## src/inc/sfw_flash_map.vh

```
// Notes on behaviour
// - wrapped quad reads stay in aligned section
// - wrapped read restarts at section start
// - four-line read dummy clocks 2/4/6/8, default 2
// - no wrap on four-line quad read; use 0ch
// - 77h, 24 dummy bits, 8 wrap bits
// - wrap disable bit and length field decode
// - wrap setting kept for later quad reads
// - wrap disabled after power-on
// - wrap length survives mode change; param command sets it
// - page program 02h needs write enable latch
// - program address wraps within 256-byte page
// - select rise off byte boundary discards program or erase
// - self-timed program cycle with busy set
// - program completion clears write enable latch
// - protected pages are never programmed
// - quad page program 32h needs quad enable
// - sector erase 20h erases 4k sector
// - erase timed, skipped when protected or locked
// - quad read needs quad enable bit
// - reads other than status 05h ignored during busy cycles
`ifndef SFW_FLASH_MAP_VH
`define SFW_FLASH_MAP_VH
// ------------------------------------------------------------
// opcodes
// ------------------------------------------------------------
`define SFW_OP_WREN 8'h06
`define SFW_OP_WRDI 8'h04
`define SFW_OP_RDSR 8'h05
`define SFW_OP_QIO_READ 8'heb
`define SFW_OP_WORD_QIO_READ 8'he7
`define SFW_OP_WRAP_READ 8'h0c
`define SFW_OP_SET_WRAP 8'h77
`define SFW_OP_SET_PARAM 8'hc0
`define SFW_OP_PROG 8'h02
`define SFW_OP_QPROG 8'h32
`define SFW_OP_SECT_ERASE 8'h20
`define SFW_OP_RST_ARM 8'h66
`define SFW_OP_RST_GO 8'h99
// ------------------------------------------------------------
// fields and reset values
// ------------------------------------------------------------
`define SFW_WRAP_DIS_BIT 4
`define SFW_WRAP_LEN_HI 6
`define SFW_WRAP_LEN_LO 5
`define SFW_PARAM_DUMMY_HI 5
`define SFW_PARAM_DUMMY_LO 4
`define SFW_WRAP_DIS_RST 1'b1
`define SFW_WRAP_LEN_RST 2'h0
`define SFW_DUMMY_SEL_RST 2'h0
`define SFW_SPI_QIO_DUMMY 4'h6
`define SFW_SPI_WORD_DUMMY 4'h4
// ------------------------------------------------------------
// timing
// ------------------------------------------------------------
`define SFW_CLK_NS 5
`define SFW_T_PP_NS 400000
`define SFW_T_SE_NS 30000000
`define SFW_PP_CYC ((`SFW_T_PP_NS + `SFW_CLK_NS - 1) / `SFW_CLK_NS)
`define SFW_SE_CYC ((`SFW_T_SE_NS + `SFW_CLK_NS - 1) / `SFW_CLK_NS)
`endif

```

## src/hw/sfw_flash_cmd.v

```verilog
`include "sfw_flash_map.vh"
`default_nettype none
module sfw_flash_cmd #(
    parameter [31:0] PP_CYCLES = `SFW_PP_CYC,
    parameter [31:0] SE_CYCLES = `SFW_SE_CYC
) (
    // system
    input wire sys_clk,
    input wire rst,
    // link pins
    input wire cs_n_pin,
    input wire sclk_pin,
    input wire [3:0] io_in,
    output reg [3:0] io_out_q,
    output reg [3:0] io_oe_q,
    // configuration from status registers
    input wire quad_enable_bit,
    input wire four_line_command_mode,
    input wire protect_complement,
    input wire protect_granularity,
    input wire protect_top_bottom,
    input wire protect_level_hi,
    input wire protect_level_mid,
    input wire protect_level_lo,
    input wire [255:0] sector_lock_map,
    // status
    output reg busy_q,
    output reg write_enable_latch_q,
    output reg wrap_disable_bit_q,
    output reg [1:0] wrap_length_field_q,
    output reg [1:0] dummy_sel_q,
    // memory array
    output reg [23:0] mem_rd_addr_q,
    input wire [7:0] mem_rd_data,
    output reg mem_wr_en_q,
    output reg [23:0] mem_wr_addr_q,
    output reg [7:0] mem_wr_data_q,
    output reg mem_erase_q,
    output reg [23:0] mem_erase_addr_q
);
    // ------------------------------------------------------------
    // states and functions
    // ------------------------------------------------------------
    localparam [2:0] ST_OPC = 3'd0;
    localparam [2:0] ST_ADDR = 3'd1;
    localparam [2:0] ST_DUMMY = 3'd2;
    localparam [2:0] ST_OUT = 3'd3;
    localparam [2:0] ST_DIN = 3'd4;
    localparam [2:0] ST_END = 3'd5;
    localparam [2:0] ST_PARAM = 3'd6;
    localparam [2:0] ST_IGN = 3'd7;
    localparam [1:0] OP_NONE = 2'd0;
    localparam [1:0] OP_PROG = 2'd1;
    localparam [1:0] OP_ERASE = 2'd2;

    // next read address, confined to an aligned section when wrapping
    function [23:0] next_addr;
        input [23:0] a;
        input wrap;
        input [1:0] len;
        reg [7:0] m;
        begin
            m = (8'h08 << len) - 8'h01;
            if (wrap)
                next_addr = {a[23:8], (a[7:0] & ~m) | ((a[7:0] + 8'h01) & m)};
            else
                next_addr = a + 24'h000001;
        end
    endfunction

    // block protection for a 1 MB array
    function is_protected;
        input [19:0] a;
        input cmp;
        input sec;
        input tb;
        input [2:0] lvl;
        reg [20:0] size;
        reg hit;
        begin
            size = 21'h0;
            if (lvl == 3'd0)
                hit = 1'b0;
            else if (!sec && lvl >= 3'd5)
                hit = 1'b1;
            else
            begin
                if (sec)
                    size = (lvl >= 3'd5) ? 21'h08000 : (21'h01000 << (lvl - 3'd1));
                else
                    size = 21'h10000 << (lvl - 3'd1);
                hit = tb ? ({1'b0, a} < size) : ({1'b0, a} >= (21'h100000 - size));
            end
            is_protected = hit ^ cmp;
        end
    endfunction

    // ------------------------------------------------------------
    // pin synchronisers and edge detection
    // ------------------------------------------------------------
    reg [1:0] cs_s_q;
    reg [1:0] sclk_s_q;
    reg [3:0] io_s1_q;
    reg [3:0] io_s2_q;
    reg sclk_prev_q;
    reg cs_prev_q;

    always @(posedge sys_clk or posedge rst)
    begin
        if (rst)
        begin
            cs_s_q <= 2'b11;
            sclk_s_q <= 2'b00;
            io_s1_q <= 4'h0;
            io_s2_q <= 4'h0;
            sclk_prev_q <= 1'b0;
            cs_prev_q <= 1'b1;
        end
        else
        begin
            cs_s_q <= {cs_s_q[0], cs_n_pin};
            sclk_s_q <= {sclk_s_q[0], sclk_pin};
            io_s1_q <= io_in;
            io_s2_q <= io_s1_q;
            sclk_prev_q <= sclk_s_q[1];
            cs_prev_q <= cs_s_q[1];
        end
    end

    wire cs_hi = cs_s_q[1];
    wire cs_rise = cs_s_q[1] & ~cs_prev_q;
    wire sclk_rise = sclk_s_q[1] & ~sclk_prev_q & ~cs_hi;
    wire sclk_fall = ~sclk_s_q[1] & sclk_prev_q & ~cs_hi;

    // ------------------------------------------------------------
    // command engine
    // ------------------------------------------------------------
    reg [2:0] st_q;
    reg [7:0] cmd_q;
    reg [7:0] sr_q;
    reg [2:0] bcnt_q;
    reg [1:0] acnt_q;
    reg [23:0] addr_q;
    reg [3:0] dcnt_q;
    reg quad_q;
    reg wrap_rd_q;
    reg [7:0] obuf_q;
    reg [2:0] ocnt_q;
    reg any_data_q;
    reg rst_arm_q;
    reg [255:0] pvalid_q;
    reg [7:0] page_mem [0:255];
    reg [23:0] op_addr_q;
    reg [1:0] op_q;
    reg [31:0] tmr_q;
    reg scan_q;
    reg [7:0] scan_idx_q;

    wire [7:0] sr_next = quad_q ? {sr_q[3:0], io_s2_q} : {sr_q[6:0], io_s2_q[0]};
    wire [2:0] bcnt_next = bcnt_q + (quad_q ? 3'd4 : 3'd1);
    wire byte_done = (bcnt_next == 3'd0);
    wire [23:0] addr_full = {addr_q[15:0], sr_next};
    wire [7:0] stat_byte = {6'h00, write_enable_latch_q, busy_q};
    wire [2:0] prot_lvl = {protect_level_hi, protect_level_mid, protect_level_lo};
    wire op_prot = is_protected(op_addr_q[19:0], protect_complement, protect_granularity,
        protect_top_bottom, prot_lvl);
    wire op_lock = sector_lock_map[op_addr_q[19:12]];
    wire [7:0] out_cur = (ocnt_q != 3'd0) ? obuf_q : ((cmd_q == `SFW_OP_RDSR) ? stat_byte : mem_rd_data);
    wire [23:0] rd_next = next_addr(addr_q, wrap_rd_q, wrap_length_field_q);
    wire is_quad_read = (sr_next == `SFW_OP_QIO_READ) || (sr_next == `SFW_OP_WORD_QIO_READ);

    always @(posedge sys_clk)
    begin
        if (st_q == ST_DIN && sclk_rise && byte_done)
            page_mem[addr_q[7:0]] <= sr_next;
        mem_wr_data_q <= page_mem[scan_idx_q];
    end

    always @(posedge sys_clk or posedge rst)
    begin
        if (rst)
        begin
            st_q <= ST_OPC;
            cmd_q <= 8'h00;
            sr_q <= 8'h00;
            bcnt_q <= 3'd0;
            acnt_q <= 2'd0;
            addr_q <= 24'h000000;
            dcnt_q <= 4'h0;
            quad_q <= 1'b0;
            wrap_rd_q <= 1'b0;
            obuf_q <= 8'h00;
            ocnt_q <= 3'd0;
            any_data_q <= 1'b0;
            rst_arm_q <= 1'b0;
            pvalid_q <= 256'h0;
            op_addr_q <= 24'h000000;
            op_q <= OP_NONE;
            tmr_q <= 32'h00000000;
            scan_q <= 1'b0;
            scan_idx_q <= 8'h00;
            io_out_q <= 4'h0;
            io_oe_q <= 4'h0;
            busy_q <= 1'b0;
            write_enable_latch_q <= 1'b0;
            wrap_disable_bit_q <= `SFW_WRAP_DIS_RST;
            wrap_length_field_q <= `SFW_WRAP_LEN_RST;
            dummy_sel_q <= `SFW_DUMMY_SEL_RST;
            mem_rd_addr_q <= 24'h000000;
            mem_wr_en_q <= 1'b0;
            mem_wr_addr_q <= 24'h000000;
            mem_erase_q <= 1'b0;
            mem_erase_addr_q <= 24'h000000;
        end
        else
        begin
            mem_wr_en_q <= 1'b0;
            mem_erase_q <= 1'b0;
            // self-timed program and erase cycles
            if (busy_q)
            begin
                if (scan_q)
                begin
                    mem_wr_en_q <= pvalid_q[scan_idx_q];
                    mem_wr_addr_q <= {op_addr_q[23:8], scan_idx_q};
                    scan_idx_q <= scan_idx_q + 8'h01;
                    if (scan_idx_q == 8'hff)
                    begin
                        scan_q <= 1'b0;
                        op_q <= OP_NONE;
                    end
                end
                else if (tmr_q != 32'h00000000)
                    tmr_q <= tmr_q - 32'h00000001;
                else if (op_q == OP_PROG)
                begin
                    scan_q <= 1'b1;
                    scan_idx_q <= 8'h00;
                end
                else if (op_q == OP_ERASE)
                begin
                    mem_erase_q <= 1'b1;
                    mem_erase_addr_q <= {op_addr_q[23:12], 12'h000};
                    op_q <= OP_NONE;
                end
                else
                begin
                    // cycle ends one clock after its last array strobe
                    busy_q <= 1'b0;
                    write_enable_latch_q <= 1'b0;
                end
            end
            // frame end starts the cycle only on a byte boundary
            if (cs_rise && !busy_q && bcnt_q == 3'd0)
            begin
                if (st_q == ST_DIN && any_data_q && !op_prot)
                begin
                    busy_q <= 1'b1;
                    op_q <= OP_PROG;
                    tmr_q <= PP_CYCLES - 32'h00000001;
                end
                else if (st_q == ST_END && !op_prot && !op_lock)
                begin
                    busy_q <= 1'b1;
                    op_q <= OP_ERASE;
                    tmr_q <= SE_CYCLES - 32'h00000001;
                end
            end
            if (cs_hi)
            begin
                st_q <= ST_OPC;
                bcnt_q <= 3'd0;
                ocnt_q <= 3'd0;
                quad_q <= four_line_command_mode;
                io_oe_q <= 4'h0;
            end
            else if (sclk_rise && st_q == ST_DUMMY)
            begin
                dcnt_q <= dcnt_q - 4'h1;
                if (dcnt_q == 4'h1)
                    st_q <= ST_OUT;
            end
            else if (sclk_rise && st_q == ST_END)
                st_q <= ST_IGN;
            else if (sclk_rise && st_q != ST_OUT && st_q != ST_IGN)
            begin
                sr_q <= sr_next;
                bcnt_q <= bcnt_next;
                if (byte_done)
                begin
                    case (st_q)
                        ST_OPC:
                        begin
                            cmd_q <= sr_next;
                            acnt_q <= 2'd0;
                            rst_arm_q <= (sr_next == `SFW_OP_RST_ARM);
                            st_q <= ST_IGN;
                            if (sr_next == `SFW_OP_RDSR)
                                st_q <= ST_OUT;
                            else if (busy_q)
                                st_q <= ST_IGN;
                            else if (sr_next == `SFW_OP_WREN)
                                write_enable_latch_q <= 1'b1;
                            else if (sr_next == `SFW_OP_WRDI)
                                write_enable_latch_q <= 1'b0;
                            else if (sr_next == `SFW_OP_RST_GO && rst_arm_q)
                            begin
                                dummy_sel_q <= `SFW_DUMMY_SEL_RST;
                                write_enable_latch_q <= 1'b0;
                            end
                            else if (sr_next == `SFW_OP_SET_PARAM && four_line_command_mode)
                                st_q <= ST_PARAM;
                            else if (sr_next == `SFW_OP_SET_WRAP)
                            begin
                                st_q <= ST_ADDR;
                                quad_q <= 1'b1;
                            end
                            else if (is_quad_read && quad_enable_bit)
                            begin
                                st_q <= ST_ADDR;
                                quad_q <= 1'b1;
                                wrap_rd_q <= !four_line_command_mode && !wrap_disable_bit_q;
                            end
                            else if (sr_next == `SFW_OP_WRAP_READ && four_line_command_mode)
                            begin
                                st_q <= ST_ADDR;
                                wrap_rd_q <= 1'b1;
                            end
                            else if (write_enable_latch_q && (sr_next == `SFW_OP_PROG
                                || sr_next == `SFW_OP_SECT_ERASE))
                                st_q <= ST_ADDR;
                            else if (write_enable_latch_q && quad_enable_bit
                                && sr_next == `SFW_OP_QPROG)
                            begin
                                st_q <= ST_ADDR;
                                quad_q <= 1'b1;
                            end
                        end
                        ST_ADDR:
                        begin
                            addr_q <= addr_full;
                            acnt_q <= acnt_q + 2'd1;
                            if (acnt_q == 2'd2)
                            begin
                                op_addr_q <= addr_full;
                                mem_rd_addr_q <= addr_full;
                                any_data_q <= 1'b0;
                                pvalid_q <= 256'h0;
                                if (cmd_q == `SFW_OP_SET_WRAP)
                                    st_q <= ST_PARAM;
                                else if (cmd_q == `SFW_OP_PROG || cmd_q == `SFW_OP_QPROG)
                                    st_q <= ST_DIN;
                                else if (cmd_q == `SFW_OP_SECT_ERASE)
                                    st_q <= ST_END;
                                else
                                begin
                                    st_q <= ST_DUMMY;
                                    if (four_line_command_mode)
                                        dcnt_q <= {1'b0, dummy_sel_q, 1'b0} + 4'h2;
                                    else if (cmd_q == `SFW_OP_WORD_QIO_READ)
                                        dcnt_q <= `SFW_SPI_WORD_DUMMY;
                                    else
                                        dcnt_q <= `SFW_SPI_QIO_DUMMY;
                                end
                            end
                        end
                        ST_DIN:
                        begin
                            pvalid_q[addr_q[7:0]] <= 1'b1;
                            any_data_q <= 1'b1;
                            addr_q <= {addr_q[23:8], addr_q[7:0] + 8'h01};
                        end
                        ST_PARAM:
                        begin
                            st_q <= ST_IGN;
                            if (cmd_q == `SFW_OP_SET_WRAP)
                            begin
                                wrap_disable_bit_q <= sr_next[`SFW_WRAP_DIS_BIT];
                                wrap_length_field_q <= sr_next[`SFW_WRAP_LEN_HI:`SFW_WRAP_LEN_LO];
                            end
                            else
                            begin
                                dummy_sel_q <= sr_next[`SFW_PARAM_DUMMY_HI:`SFW_PARAM_DUMMY_LO];
                                wrap_length_field_q <= sr_next[1:0];
                            end
                        end
                        default:
                            st_q <= ST_IGN;
                    endcase
                end
            end
            else if (sclk_fall && st_q == ST_OUT)
            begin
                if (quad_q)
                begin
                    io_out_q <= out_cur[7:4];
                    io_oe_q <= 4'hf;
                    obuf_q <= {out_cur[3:0], 4'h0};
                    ocnt_q <= ocnt_q + 3'd4;
                end
                else
                begin
                    io_out_q <= {2'b00, out_cur[7], 1'b0};
                    io_oe_q <= 4'h2;
                    obuf_q <= {out_cur[6:0], 1'b0};
                    ocnt_q <= ocnt_q + 3'd1;
                end
                if (ocnt_q == 3'd0 && cmd_q != `SFW_OP_RDSR)
                begin
                    addr_q <= rd_next;
                    mem_rd_addr_q <= rd_next;
                end
            end
        end
    end
endmodule
`default_nettype wire

```

## config.mk

```make
export PLATFORM = sky130hd
export DESIGN_NAME = sfw_flash_cmd
export DESIGN_NICKNAME = d
export VERILOG_FILES = /design/src/hw/sfw_flash_cmd.v
export VERILOG_INCLUDE_DIRS = /design/src /design/src/inc
export SDC_FILE = /design/constraint.sdc
export NUM_CORES = 2
export LEC_CHECK = 0
export BUFFER_PORTS_ARGS = -buffer_cell sky130_fd_sc_hd__buf_4
export CORE_MARGIN = 2
export CORE_UTILIZATION = 34
export DETAILED_ROUTE_END_ITERATION = 8
export HOLD_SLACK_MARGIN = 0.03
export PLACE_DENSITY_LB_ADDON = 0.1
export SETUP_SLACK_MARGIN = 0.1
export SLEW_MARGIN = 20
export SYNTH_ARGS = -nofsm -noshare
export SYNTH_HDL_FRONTEND = slang
export SYNTH_SLANG_ARGS = --single-unit
export TNS_END_PERCENT = 30
```

## constraint.sdc

```tcl
create_clock -name sys_clk -period 21 [get_ports sys_clk]
set_input_delay 2.1 -clock sys_clk [delete_from_list [all_inputs] [get_ports sys_clk]]
set_output_delay 2.1 -clock sys_clk [all_outputs]
set_load 0.1 [all_outputs]
```

**After elaboration in Yosys (flattened, before gate mapping)**

Memories as Yosys holds them, arrays and structs flattened. A register that Yosys moved wholly into a read port is not among the register bits.
Index checks and enable logic that the tools add are counted.

- Flip-flop bits (word level): 480
- Memory bits (writable): 2048
- Input bits: 280
- Output and inout bits: 97
- Logic and storage cells: 397
- Memories: 1

- $add $sub $neg: 13
- $lt $le $gt $ge: 7
- Eq/ne operators: 64
- Shift operators: 3
- Multiplexer cells: 164
- Bitwise logic cells: 28
- Reductions and logical operators: 79

Memory list:

| name | depth | bits a word | read ports | clocked after Yosys merged registers in | wr ports | line | RTL |
|---|---|---|---|---|---|---|---|
| page_mem | 256 | 8 | 1 | 1 | 1 | sfw_flash_cmd.v:152 | `reg [7:0] page_mem [0:255];` |

Operators by type and width:

| kind | count |
|---|---|
| 256-bit case mux with 2 select lines | 1 |
| 256-bit two-way mux | 1 |
| 256-bit bitwise OR | 1 |
| 24-bit two-way mux | 9 |
| 32-bit two-way mux | 6 |
| 3-bit two-way mux | 32 |
| 21-bit two-way mux | 4 |
| 4-bit two-way mux | 17 |
| 1-bit two-way mux | 62 |
| 8-bit two-way mux | 7 |
| 8-bit equality test (second input constant) | 6 |
| 24-bit case mux with 2 select lines | 1 |
| 2-bit != test (second input constant) | 22 |
| 2-bit two-way mux | 17 |
| 8-bit by 3-bit equality test with 1-bit output (second input constant) | 4 |
| 8-bit by 6-bit equality test with 1-bit output (second input constant) | 4 |
| 32-bit nonzero test | 1 |
| 32-bit by 1-bit subtractor with 32-bit output (second input constant) | 1 |
| 2-bit nonzero test | 15 |
| 14-bit AND reduction | 2 |
| 7-bit AND reduction | 4 |
| 8-bit by 9-bit < comparator with 1-bit output (second input constant) | 3 |
| 24-bit by 1-bit adder with 24-bit output (second input constant) | 1 |
| 8-bit by 7-bit equality test with 1-bit output (second input constant) | 3 |
| 57 further kinds | 134 |

**Longest topological paths before layout**

- Word-level depth: 20
- Mapped depth: 18
- Gate-level depth less buffers: 16

**Worst setup path before layout**

OpenSTA, ideal clock, no wires.

- Path kind: flip-flop to flip-flop
- From: register quad_q
- To: register st_q[2]
- Setup time: 139 ps
- Data arrival time: 5580 ps
- Required time: 20861 ps
- Slack: 15281 ps
- Cell stages (with the launch flop): 10
- Buffers on the path: 0
- Clock period less this slack: 5719 ps
- Path through: dfrtp_1 mux2i_1 clkinv_1 nand4_1 a2111oi_2 or4_1 a31oi_1 o211ai_1 nand3_1 o31ai_1

- Cells in the longest elaborated chain, start to end: 20
- Elaborated cells between the ends (all ways): 43
- Those cells by class: add/sub (1); eq/ne (12); mux (19); reduce/logical (11)

Ends and longest elaborated chain:

| what | line | RTL |
|---|---|---|
| from (decl) | sfw_flash_cmd.v:145 | `reg quad_q;` |
| from (signal assigned) | sfw_flash_cmd.v:274 | `quad_q <= four_line_command_mode;` |
| 8-bit two-way mux (*) | sfw_flash_cmd.v:159 | `wire [7:0] sr_next = quad_q ? {sr_q[3:0], io_s2_q} : {sr_q[6:0], io_s2_q[0]};` |
| net sr_next[3] | sfw_flash_cmd.v:159 |  |
| 8-bit by 6-bit equality test with 1-bit output (no source line) or 8-bit by 2-bit equality test with 1-bit output (tied branches) | - |  |
| 1-bit logical AND (no source line) or 1-bit logical OR (tied branches) | - |  |
| 3-bit two-way mux or 1-bit logical AND (tied branches) | sfw_flash_cmd.v:332, sfw_flash_cmd.v:329 |  |
| 3-bit two-way mux | sfw_flash_cmd.v:329 | `` else if (write_enable_latch_q && (sr_next == `SFW_OP_PROG `` |
| 3-bit two-way mux | sfw_flash_cmd.v:324 | `` else if (sr_next == `SFW_OP_WRAP_READ && four_line_command_mode) `` |
| 3-bit two-way mux | sfw_flash_cmd.v:318 | `else if (is_quad_read && quad_enable_bit)` |
| [... 5 more ...] | - |  |
| 3-bit two-way mux | sfw_flash_cmd.v:300 | `else if (busy_q)` |
| 3-bit two-way mux (*) | sfw_flash_cmd.v:298 | `` if (sr_next == `SFW_OP_RDSR) `` |
| 3-bit case mux with 3 select lines (*) | sfw_flash_cmd.v:291 | `case (st_q)` |
| 3-bit two-way mux (*) | sfw_flash_cmd.v:289 | `if (byte_done)` |
| 3-bit two-way mux (*) | sfw_flash_cmd.v:285 | `else if (sclk_rise && st_q != ST_OUT && st_q != ST_IGN)` |
| 3-bit two-way mux (*) | sfw_flash_cmd.v:283 | `else if (sclk_rise && st_q == ST_END)` |
| 3-bit two-way mux (*) | sfw_flash_cmd.v:277 | `else if (sclk_rise && st_q == ST_DUMMY)` |
| 3-bit two-way mux (*) | sfw_flash_cmd.v:269 | `if (cs_hi)` |
| to (signal assigned) | sfw_flash_cmd.v:271 | `st_q <= ST_OPC;` |
| to (signal assigned) | sfw_flash_cmd.v:281 | `st_q <= ST_OUT;` |
| to (signal assigned) | sfw_flash_cmd.v:284 | `st_q <= ST_IGN;` |
| to (decl) | sfw_flash_cmd.v:138 | `reg [2:0] st_q;` |

The timed path passes the listed nets; every way through them passes the cells marked *. The select of a mux whose other input is x is not followed.
A chain may end at the register's enable or synchronous reset.

==> metrics.txt <==
sw frac=23.4%; crit path max fanout=79; post-synth top area share=59.2%; Cells after Synth=5,736; postcts setup bufs=0; main area contributors after synthesis=edfxtp_1, mux4_2, dfrtp_1, nor2_1, a21oi_1; RSZ-0062 raised after global routing=false; first-pass GRT wire length=436 mm; Buf/Inv on CP=3; ys async rst share=18.6%; CTS resizes=0; Max Freq=173 MHz; CTS clk-pin slew, worst paths=0.06 ns; most used cell, CP=mux4_2; ANT nets after route=0; Post-Place Cell Area=111,000 um2; Power Dens Cells=94.4 nW/um2; post-synth top area cell=edfxtp_1; Post-Place Cells=9,906; number of synthesized flops with an enable pin=2,048; share of cells above drive strength 1=28.7%; total clock buffers created by CTS=287; I/O pins=377; Total Wirelength=305 mm; initial DRC count=5,229; sw power=2660 uW; crit path kind=reg -> reg; GPL Wtd Cong=0.792; Area Growth Syn to Fin=15.8%; CP startpoint kind=register; synth unique cells=83; worst-margin pin slew=1.13 ns; antenna violations before repair=16; HPWL Detailed=183 mm; number of I/O port buffers=364; DIE AREA=310,000 um2; Slowest-stage cell, CP=dfrtp_4; Top FF cell, synth=edfxtp_1; # clock sinks=2,525; kind of cell adding the most delay to the critical path=buffers and inverters; crit path cell chain=buf_4 > buf_4 > buf_12 > mux4_2 > mux4_2 > mux4_2 > a22oi_1 > nand2_1; WL/cell=29.3 um; status=finished clean; launch point of the critical path=scan_idx_q[0]$_DFFE_PP0P_; DR DRC count=0; core region area=304,000 um2; vias in the first global route=57,408; die height=557 um; minimum clock period=5.77 ns; #FFs+latches synth=2,525; CTS tree=done; Seq/Total Area, Yosys=70.6%; GRT Overall Usage=19.4%; final instance area=120,000 um2; Final setup violation count=0; largest family of logic cells by synthesized area=multiplexers; worst hold path startpoint=io_s1_q[2]$_DFF_PP0_; combinational share of power=6.1%; clock share of power=42.8%; clk_lat worst skew=0.88 ns; Post-Synth XOR/XNOR Area=0.521%; Final Hold Viols=0; Rel. slew slack=24.1%; Pint=8700 uW; Initial Utilization=34.2%; CP Data Required Time=21.73 ns; Die X=557 um; total gr overflow=0; list of most frequent post-synthesis cells=edfxtp_1, mux4_2, nor2_1, dfrtp_1, a21oi_1; htree depth=5; WP data arrival=6.50 ns; Leakage=0.0400 uW; hold_buf cts=0; most common cell in the synthesized netlist=edfxtp_1; Synth Area in Simple Gates=4.90%; post-synthesis mux area share=18.3%; mean post-synth cell area=18.1 um2; slowest cell delay on critical path=0.90 ns; routed via count=55,743; largest net degree at the start of global routing=161; Final Max Tran Viols=0; max_cap viols=0; setup_tns=0 ns; min-delay worst type=reg -> reg; Worst Clk Skew=0.0580 ns; post-route clock period utilization=27.5%; synthesized area=104,000 um2; area share of fa/ha/maj cells after synthesis=0.419%; crit end category=register; Reg power frac=51.1%; peak supply drop=0.0680 mV; Worst R2R Start=scan_idx_q[0]$_DFFE_PP0P_; clock buffer depth=4; root buf cell=clkbuf_16; Ys Warns=0; DR pass1 iterations=6; Compound-Gate Fraction of Synth Area=3.32%; post-route insts no fill=10,432; Final Net Count=6,431; Rows=202; vias per cell=5.34
## area by class of cell
class                           count  area (um2)
Antenna cell                        5        12.5
Multi-Input combinational cell   2775       28800
Timing Repair Buffer              495        3830
Clock inverter                    141        1210
Tap cell                         4080        5100
Sequential cell                  2525       73400
Inverter                           33         184
Fill cell                       27580      183000
Clock buffer                      378        7790
## layer usage
layer | vias to the layer above | track usage [%] | share of wire (%)
met5 | - | 0 | 0.0088
met4 | 4 | 5.29 | 2.3
met3 | 379 | 2.75 | 5.0
met2 | 1582 | 31.8 | 49
met1 | 30163 | 27.2 | 44
li1 | 23615 | - | -
## path summary, 6_finish.rpt
| kind | to | slack, ns | cells past startpoint |
|---|---|---|---|
| max | mem_wr_data_q[6]$_DFF_P_ | 15.23 | 8 |
| min | io_s2_q[2]$_DFF_PP0_ | 0.35 | 0 |
| max reg2reg | mem_wr_data_q[6]$_DFF_P_ | 15.23 | 8 |
| min reg2reg | io_s2_q[2]$_DFF_PP0_ | 0.35 | 0 |
| max in group asynchronous | pvalid_q[79]$_DFFE_PP0P_ | 17.31 | 4 |
| min in group asynchronous | mem_wr_addr_q[7]$_DFFE_PP0P_ | 1.38 | 2 |
## registers in the layout, summed over array words and instances (netlist names), 12 cells and up
name	cells
tmr_q	32
mem_rd_addr_q	24
page_mem	2048
op_addr_q	16
pvalid_q	256
mem_wr_addr_q	24
addr_q	24
mem_erase_addr_q	12
## kinds of logic (layout without fill, tap and decap cells)
family | Yosys count | count (layout)
flops | 2525 | 2525
mux | 907 | 907
buf+inv | 447 | 1047
simple gates | 1156 | 1156
xor+xnor | 61 | 61
other cells | 1 | 17
fa+ha+maj | 35 | 35
compound gates | 604 | 604
## layout by cell type (no fill, tap or decap), types with 11 or more instances in the layout
cell,synthesis,final
a31oi_1,25,25
clkinv_2,0,58
clkbuf_16,0,295
edfxtp_1,2048,2048
nand4_1,18,18
buf_4,22,487
o21ai_0,93,92
nor2_1,656,645
nand2b_1,26,26
a22o_1,13,13
a21oi_1,348,346
nor2b_1,32,32
nor4_1,18,17
dfrtp_1,465,454
and3_1,33,32
mux2_2,41,41
a22oi_1,47,47
xnor2_1,32,32
inv_1,32,25
mux4_2,789,789
nand3_1,73,58
bufinv_16,0,16
nand3_2,0,15
nand2_1,201,199
or3_1,11,11
xor2_1,28,28
nor3_1,23,16
clkinv_1,1,46
mux2i_1,68,68
clkbuf_1,224,73
nor2_2,2,13
conb_1,1,12
ha_1,34,34
## power groups by stage
stage | Clock [uW] | Sequential, uW | Combinational, uW
floorplan | 0 | 5970 | 334
CTS | 4990 | 5800 | 707
global route | 5180 | 5810 | 763
global placement | 0 | 5910 | 687
detailed placement | 0 | 5910 | 707
finish | 4860 | 5800 | 694
## through the flow
step                      utilization, %  hold slack (ns)  setup WS (ns)  total power, uW
after floorplan                        -            0.331           5.83             6300
after global placement              36.7            0.335          14.55             6590
after detailed placement            36.7            0.344          14.64             6610
after CTS                           39.6            0.356          15.01            11500
after global routing                39.7            0.361          14.79            11800
final                               39.7            0.355          15.23            11400
(Power assumes the default switching activity.)
